==> src/logic/pbc_pkg.sv <==
// shared constants for the port b pin control block
package pbc_pkg;
    localparam int PBC_WIDTH = 8;
    // pins that carry a change enable: 7..4 and 2..0
    localparam logic [7:0] PBC_IOC_IMPL = 8'hf7;
    // pins that carry a weak pull-up: 7..4 and 2..1
    localparam logic [7:0] PBC_WPU_IMPL = 8'hf6;
    localparam logic [7:0] PBC_IOC_RESET = 8'h00;
    localparam logic [7:0] PBC_WPU_RESET = 8'h00;
    localparam logic [7:0] PBC_ANSEL_RESET = 8'hff;
    localparam logic [7:0] PBC_DIR_RESET = 8'hff;
    localparam logic [7:0] PBC_LATCH_RESET = 8'h00;
    localparam logic PBC_GPU_DIS_RESET = 1'b1;
    localparam int PBC_PIN_ZERO = 0;
    localparam int PBC_PIN_ONE = 1;
    localparam int PBC_PIN_CSENSE = 1;
    typedef enum logic [1:0] {
        PBC_SRC_NONE,
        PBC_SRC_I2C,
        PBC_SRC_LATCH
    } pbc_src_t;
endpackage : pbc_pkg

==> src/logic/pbc_sync2.sv <==
// two-flop synchroniser for the pin inputs
`timescale 1ns/1ns
module pbc_sync2 #(
    parameter int WIDTH = 8
) (
    input wire logic core_clk_i,
    input wire logic rst_n_i,
    input wire logic [WIDTH-1:0] async_i,
    output logic [WIDTH-1:0] sync_o
);
    logic [WIDTH-1:0] stage1;

    always_ff @(posedge core_clk_i or negedge rst_n_i) begin
        if (!rst_n_i) begin
            // pads reset high: an i2c line idles high, a low reset would fake a start
            stage1 <= '1;
            sync_o <= '1;
        end else begin
            stage1 <= async_i;
            sync_o <= stage1;
        end
    end
endmodule : pbc_sync2

==> src/logic/pbc_port_b.sv <==
// port b pin control: change enables, pull-ups, analog gating, output priority
// How it works
// each pin has its own change enable, with pins 7..4 and 2..0 implemented and pin 3 without.
// a reset clears every change enable so no pin raises a change event until software sets it.
// every pin except pins 0 and 3 has its own pull-up enable, implemented on pins 7..4 and 2..1.
// a pin driven as an output always has its pull-up forced off whatever its enable says.
// after reset the global pull-up disable bit is set and holds every pull-up off.
// an analog-selected pin reads back 0 on every digital read and lets analog functions run; the i2c slave data input on pin 0 stays live.
// analog select never touches the output path, so an analog output pin still drives data.
// analog select bits come out of reset set and software clears them for digital input use.
// pin 0 is open drain: it may only pull low and never drives high.
// when several output functions are enabled on a pin, the highest priority one wins.
// on pin 0 the i2c master data output beats the port latch and both drive open drain.
// pin 0 feeds the i2c slave data input with a selectable i2c or smbus input level.
// selecting the adc channel four input on pin 1 blocks its digital buffer and reads 0.
// analog inputs stay connected in analog mode while digital outputs still drive by priority.
// a direction bit of 1 means input with driver off and 0 means output with driver on.
// a port read returns pin states and a port write updates the output latch.
// each enabled pin compares its read value (0 when analog-selected) with the previous sample every clock.
`timescale 1ns/1ns
module pbc_port_b
    import pbc_pkg::*;
#(
    parameter int WIDTH = PBC_WIDTH
) (
    input wire logic core_clk_i,
    input wire logic rst_n_i,
    // software write strobes with data
    input wire logic change_irq_enable_b_we_i,
    input wire logic [WIDTH-1:0] change_irq_enable_b_wdata_i,
    input wire logic pullup_enable_b_we_i,
    input wire logic [WIDTH-1:0] pullup_enable_b_wdata_i,
    input wire logic global_pullup_disable_we_i,
    input wire logic global_pullup_disable_wdata_i,
    input wire logic analog_select_b_we_i,
    input wire logic [WIDTH-1:0] analog_select_b_wdata_i,
    input wire logic direction_b_we_i,
    input wire logic [WIDTH-1:0] direction_b_wdata_i,
    input wire logic port_b_value_we_i,
    input wire logic [WIDTH-1:0] port_b_value_wdata_i,
    // peripheral side
    input wire logic i2c_master_sda_en_i,
    input wire logic i2c_master_sda_low_i,
    input wire logic i2c_smbus_level_i,
    // pads
    input wire logic [WIDTH-1:0] pad_in_i,
    output logic [WIDTH-1:0] pad_out_o,
    output logic [WIDTH-1:0] pad_oe_o,
    output logic [WIDTH-1:0] pad_pullup_o,
    output logic [WIDTH-1:0] pad_dig_buf_en_o,
    output logic pad_sda_smbus_level_o,
    // readback and events
    output logic [WIDTH-1:0] change_irq_enable_b_o,
    output logic [WIDTH-1:0] pullup_enable_b_o,
    output logic global_pullup_disable_o,
    output logic [WIDTH-1:0] analog_select_b_o,
    output logic [WIDTH-1:0] direction_b_o,
    output logic [WIDTH-1:0] port_b_latch_o,
    output logic [WIDTH-1:0] port_b_value_o,
    output logic i2c_slave_sda_o,
    output logic adc_channel_four_input_o,
    output logic [WIDTH-1:0] change_event_o
);
    logic [WIDTH-1:0] pin_sync;
    logic [WIDTH-1:0] pin_prev;
    logic [WIDTH-1:0] next_read;
    logic [WIDTH-1:0] next_out;
    logic [WIDTH-1:0] next_oe;
    logic [WIDTH-1:0] next_pullup;
    pbc_src_t pin0_src;

    function automatic logic [WIDTH-1:0] masked(input logic [WIDTH-1:0] v,
                                                input logic [WIDTH-1:0] impl);
        masked = v & impl;
    endfunction : masked

    pbc_sync2 #(
        .WIDTH(WIDTH)
    ) u_sync (
        .core_clk_i(core_clk_i),
        .rst_n_i(rst_n_i),
        .async_i(pad_in_i),
        .sync_o(pin_sync)
    );

    // configuration registers
    always_ff @(posedge core_clk_i or negedge rst_n_i) begin
        if (!rst_n_i) begin
            change_irq_enable_b_o <= PBC_IOC_RESET;
        end else if (change_irq_enable_b_we_i) begin
            change_irq_enable_b_o <= masked(change_irq_enable_b_wdata_i, PBC_IOC_IMPL);
        end
    end

    always_ff @(posedge core_clk_i or negedge rst_n_i) begin
        if (!rst_n_i) begin
            pullup_enable_b_o <= PBC_WPU_RESET;
        end else if (pullup_enable_b_we_i) begin
            pullup_enable_b_o <= masked(pullup_enable_b_wdata_i, PBC_WPU_IMPL);
        end
    end

    always_ff @(posedge core_clk_i or negedge rst_n_i) begin
        if (!rst_n_i) begin
            global_pullup_disable_o <= PBC_GPU_DIS_RESET;
        end else if (global_pullup_disable_we_i) begin
            global_pullup_disable_o <= global_pullup_disable_wdata_i;
        end
    end

    always_ff @(posedge core_clk_i or negedge rst_n_i) begin
        if (!rst_n_i) begin
            analog_select_b_o <= PBC_ANSEL_RESET;
        end else if (analog_select_b_we_i) begin
            analog_select_b_o <= analog_select_b_wdata_i;
        end
    end

    always_ff @(posedge core_clk_i or negedge rst_n_i) begin
        if (!rst_n_i) begin
            direction_b_o <= PBC_DIR_RESET;
        end else if (direction_b_we_i) begin
            direction_b_o <= direction_b_wdata_i;
        end
    end

    // software does read-modify-write on the whole byte; the latch takes it as given
    always_ff @(posedge core_clk_i or negedge rst_n_i) begin
        if (!rst_n_i) begin
            port_b_latch_o <= PBC_LATCH_RESET;
        end else if (port_b_value_we_i) begin
            port_b_latch_o <= port_b_value_wdata_i;
        end
    end

    // pin 0 owner: i2c master first, then the port latch when the direction is output
    always_comb begin
        if (i2c_master_sda_en_i) begin
            pin0_src = PBC_SRC_I2C;
        end else if (!direction_b_o[PBC_PIN_ZERO]) begin
            pin0_src = PBC_SRC_LATCH;
        end else begin
            pin0_src = PBC_SRC_NONE;
        end
    end

    // analog select is deliberately absent from the output terms
    always_comb begin
        next_out = port_b_latch_o;
        next_oe = ~direction_b_o;
        // open drain: output value is always low, the enable carries the data
        next_out[PBC_PIN_ZERO] = 1'b0;
        unique case (pin0_src)
            PBC_SRC_I2C: next_oe[PBC_PIN_ZERO] = i2c_master_sda_low_i;
            PBC_SRC_LATCH: next_oe[PBC_PIN_ZERO] = ~port_b_latch_o[PBC_PIN_ZERO];
            PBC_SRC_NONE: next_oe[PBC_PIN_ZERO] = 1'b0;
            default: next_oe[PBC_PIN_ZERO] = 1'b0;
        endcase
    end

    always_comb begin
        next_pullup = masked(pullup_enable_b_o & direction_b_o, PBC_WPU_IMPL);
        if (global_pullup_disable_o) begin
            next_pullup = '0;
        end
    end

    // analog pins read zero; an output pin still reflects the pad level
    assign next_read = pin_sync & ~analog_select_b_o;

    always_ff @(posedge core_clk_i or negedge rst_n_i) begin
        if (!rst_n_i) begin
            pad_out_o <= '0;
            pad_oe_o <= '0;
            pad_pullup_o <= '0;
            pad_dig_buf_en_o <= '0;
            pad_sda_smbus_level_o <= 1'b0;
        end else begin
            pad_out_o <= next_out;
            pad_oe_o <= next_oe;
            pad_pullup_o <= next_pullup;
            pad_dig_buf_en_o <= ~analog_select_b_o;
            pad_sda_smbus_level_o <= i2c_smbus_level_i;
        end
    end

    always_ff @(posedge core_clk_i or negedge rst_n_i) begin
        if (!rst_n_i) begin
            port_b_value_o <= '0;
            i2c_slave_sda_o <= 1'b1;
            adc_channel_four_input_o <= 1'b0;
        end else begin
            port_b_value_o <= next_read;
            // the slave input stays live even when pin 0 is analog-selected
            i2c_slave_sda_o <= pin_sync[PBC_PIN_ZERO];
            adc_channel_four_input_o <= analog_select_b_o[PBC_PIN_ONE];
        end
    end

    // change detection on the gated read value, so analog pins stay quiet
    always_ff @(posedge core_clk_i or negedge rst_n_i) begin
        if (!rst_n_i) begin
            pin_prev <= '0;
            change_event_o <= '0;
        end else begin
            pin_prev <= next_read;
            change_event_o <= (next_read ^ pin_prev) & change_irq_enable_b_o;
        end
    end
endmodule : pbc_port_b

==> config.mk <==
export PLATFORM = sky130hd
export DESIGN_NAME = pbc_port_b
export DESIGN_NICKNAME = d
export VERILOG_FILES = /design/src/logic/pbc_pkg.sv /design/src/logic/pbc_sync2.sv /design/src/logic/pbc_port_b.sv
export SDC_FILE = /design/constraint.sdc
export NUM_CORES = 1
export LEC_CHECK = 0
export BUFFER_PORTS_ARGS = -buffer_cell sky130_fd_sc_hd__buf_4
export CAP_MARGIN = 20
export CORE_UTILIZATION = 45
export CTS_BUF_LIST = sky130_fd_sc_hd__clkbuf_8
export DETAILED_ROUTE_END_ITERATION = 10
export PLACE_DENSITY_LB_ADDON = 0.2
export REMOVE_ABC_BUFFERS = 1
export SYNTH_ARGS = -nofsm -noshare
export SYNTH_HDL_FRONTEND = slang
export SYNTH_SLANG_ARGS = --single-unit
==> constraint.sdc <==
create_clock -name core_clk_i -period 1.15 [get_ports core_clk_i]
set_clock_uncertainty 0.2 [all_clocks]
set_input_delay 0.0575 -clock core_clk_i [delete_from_list [all_inputs] [get_ports core_clk_i]]
set_output_delay 0.0575 -clock core_clk_i [all_outputs]
set_load 0.1 [all_outputs]
==> summary.md <==
| Metric | Value |
|---|---|
| Status | finished with violations |
| Failing checks | hold timing, setup timing |
| Die Wd | 89.6 um |
| P_sw | 4.18 mW |
| Ports | 152 |
| R2r startpoint | analog_select_b_o[1] |
| Ys Warns | 0 |
| Peak VDD IR | 1.08 mV |
| Critical path arrival | 1.13 ns |
| Worst Slack Setup Final | -0.238 ns |
| Worst-path clk slew | 0.10 ns |
| Crit-path cells | buf_12 |
| CP required | 0.89 ns |
| Drt pass-1 iters | 4 |
| First-pass GRT wire length | 15200 um |
| Post-synthesis mux area share | 9.79% |
| Clk pwr share | 18.6% |
| Area contributors post-synth | dfrtp_1 49%, dfstp_2 26%, mux2_4 9.1%, o21ai_0 3.2%, nand2_1 2.6% |
| Sequential-to-total area share from yosys stat | 74.5% |
| # setup viols final | 105 |
| FMAX | 0.720 GHz |
| Worst hold slack | -0.0729 ns |
| Number of buffers added on ports | 141 |
| Area occupied by multi-input gates | 778 sq um |
| Max clock buf depth | 2 |
| Mean Syn Cell Area | 15.7 sq um |
| Total Wirelength | 11200 um |
| Sequential Area | 0.00258 sq mm |
| Leakage dissipation | 3.13 nW |
| # nets final | 524 |
| Vias per inst | 4.76 |
| FP Rows | 31 |
| Top cell type's share of synthesized area | 48.6% |
| Cells on worst reg2reg path | 3 |
| Critical Path Max Stage Delay | 0.60 ns |
| Pwr/cell area | 1570 mW/mm^2 |
| Layout cell share with drive strength beyond 1 | 58.4% |
| Total congestion overflow | 0 |
| Commonest cells after routing, fill and taps aside | 69 x buf_4, 62 x dfrtp_1, 58 x buf_12 |
| Syn Inst Count | 220 |
| Largest net degree at the start of global routing | 39 |
| Final ANT Viol Nets | 0 |
| CP max FO | 4 |
| Area of the mapped netlist | 0.00345 sq mm |
| Area growth syn-to-layout | 93.8% |
| HP Class | in -> async |
| Layout fillers | 229 |
| Final hold vios | 12 |
| FF-to-FF End | change_event_o[1] |
| Sw Share | 39.7% |
| Internal | 6.34 mW |
| Combinational family with the most area after synthesis | multiplexers |
| Initial Util | 47.1% |
| Unique masters post-synth | 15 |
| Design Power | 10.5 mW |
| Synthesized flop and latch total | 101 |
| CP endpoint kind | primary output |
| Cts hold-fix bufs | 56 |
| Final period util | 121% |
| Most common cell after layout, fill and taps aside | buf_4 |
| Post-Synth Adder-Cell Area | 0% |
| GPL Wtd Cong | 0.697 |
| CTS tree | yes |
| Latest clock arrival within the worst-skew pair | 0.35 ns |
| Number of stages on the worst setup path | 1 |
| Area leader, netlist | dfrtp_1 |
| Remaining DRCs | 0 |
| Critical path's top delay family | flip-flops |
| Post-synthesis xor/xnor area fraction | 0% |
| Htree depth | 3 |
| CTS sink count | 101 |
| CORE AREA | 0.00733 sq mm |
| FF-to-FF setup slack | -0.08 ns |
| Vias in the first global route | 2911 |
| Detailed-placement wirelength estimate | 4720 um |
| Final TNS setup | -7.77 ns |
| Post-synthesis compound-gate area fraction | 3.41% |
| Critical path class | reg -> out |
| Post-Synth Simple-Gate Area | 7.54% |
| Clock period minus worst slack | 1.39 ns |
| Routed wire per std cell | 19.7 um |
| Final Slew Violations | 0 |
| Gate power share | 41.1% |
| Die area | 0.00802 sq mm |
| MaxCap Viol Count | 0 |
| Chip height | 89.6 um |
| CTS Buf Count | 9 |
| Initial antenna violation count | 1 |
| Buf/Inv on CP | 1 |
| CP startpoint kind | register |
| Via count | 2707 |
| Max stage delay cell, worst path | dfstp_2 |
| GR Util All Layers | 26.7% |
| RSZ-0062 raised after global routing | yes |
| Initial drt markers | 107 |
| CTS root buf | clkbuf_8 |
| Sequential Power Share | 40.3% |
-- what timing repair did --
item,CTS,global route
hold endpoints to repair,149,12
endpoints found under the setup margin,85,128
buffers inserted,34,7
gates resized for setup,227,67
pin swaps,2,9
-- state kept, by name, summed over array words and instances (netlist names) --
register                  cells
pad_sda_smbus_level_o         1
pad_pullup_o                  6
analog_select_b_o             8
global_pullup_disable_o       1
i2c_slave_sda_o               1
pad_dig_buf_en_o              8
pullup_enable_b_o             6
adc_channel_four_input_o      1
pad_out_o                     7
u_sync.sync_o                 8
change_irq_enable_b_o         7
change_event_o                7
u_sync.stage1                 8
port_b_latch_o                8
pad_oe_o                      8
direction_b_o                 8
port_b_value_o                8
-- layout make-up --
type,count,share of cell area (%)
clock buffers,10,2.06
repair buffers,239,44.5
diodes,1,0.0374
flip-flops and latches,101,38.5
inverters,15,0.879
clock inverters,6,0.486
multi-input cells,98,11.6
well taps,99,1.85
-- cell families after synthesis --
group           Yosys count
other cells               1
compound gates           23
flops                   101
simple gates             45
mux                      23
buf+inv                  27
-- power by group through the flow --
stage	Clock (mW)	Combinational, mW	Sequential, mW
2_1_floorplan	0	0.347	6.16
3_3_place_gp	0	3.14	4.14
3_5_place_dp	0	3.16	4.15
4_1_cts	2.00	4.08	4.18
5_1_grt	2.17	4.43	4.27
6_report	1.96	4.32	4.24
-- cells in the mapped netlist --
master,n
nor2_1,1
nor2b_1,8
nand2_1,24
nand4bb_1,7
o21ai_0,22
buf_4,8
o31ai_1,1
mux2_2,2
inv_1,15
nor3b_1,5
conb_1,1
buf_6,4
mux2_4,21
dfrtp_1,67
dfstp_2,34
-- stage by stage --
stage                     util [%]  instances  worst slack (ns)  hold WS, ns  cell area [sq um]
after floorplan                  -        214            -0.392       -0.438               3370
after global placement        62.8        458            0.0636       -0.250               4610
after detailed placement      62.8        458            0.0226       -0.246               4610
after CTS                     88.1        564            -0.243      -0.0894               6460
after global routing          91.2        569            -0.286      -0.0581               6690
final                         91.2        569            -0.238      -0.0729               6690
-- per-layer routing --
metal | part of all wire [%] | global-route usage [%] | vias up
li1 | - | - | 1191
met1 | 36 | 29.8 | 1366
met2 | 55 | 49.5 | 134
met3 | 7.3 | 6.95 | 16
met4 | 1.2 | 8.37 | 0
met5 | 0 | 0 | -
-- worst max path at each step --
| stage | from | end | slack (ns) |
|---|---|---|---|
| 6_report | analog_select_b_o[0] | analog_select_b_o[0] | -0.24 |
| 5_1_grt | analog_select_b_o[0] | analog_select_b_o[0] | -0.29 |
| 4_1_cts | analog_select_b_o[0] | analog_select_b_o[0] | -0.24 |
| 3_5_place_dp | u_sync.sync_o[6] | change_event_o[6] | 0.02 |
| 3_3_place_gp | analog_select_b_o[1] | analog_select_b_o[1] | 0.06 |
| 2_1_floorplan | port_b_value_o[0] | change_event_o[0] | -0.39 |
-- worst reg2reg max path, delay by kind of cell, from the launching register on --
family / cells / cell delay [ns]
flip-flops: 1 / 0.59
AND/OR/NAND/NOR: 1 / 0.12
buffers and inverters: 1 / 0.13
AO/OA/AOI/OAI: 1 / 0.07
Note: power is estimated with default switching activity, not from simulation.
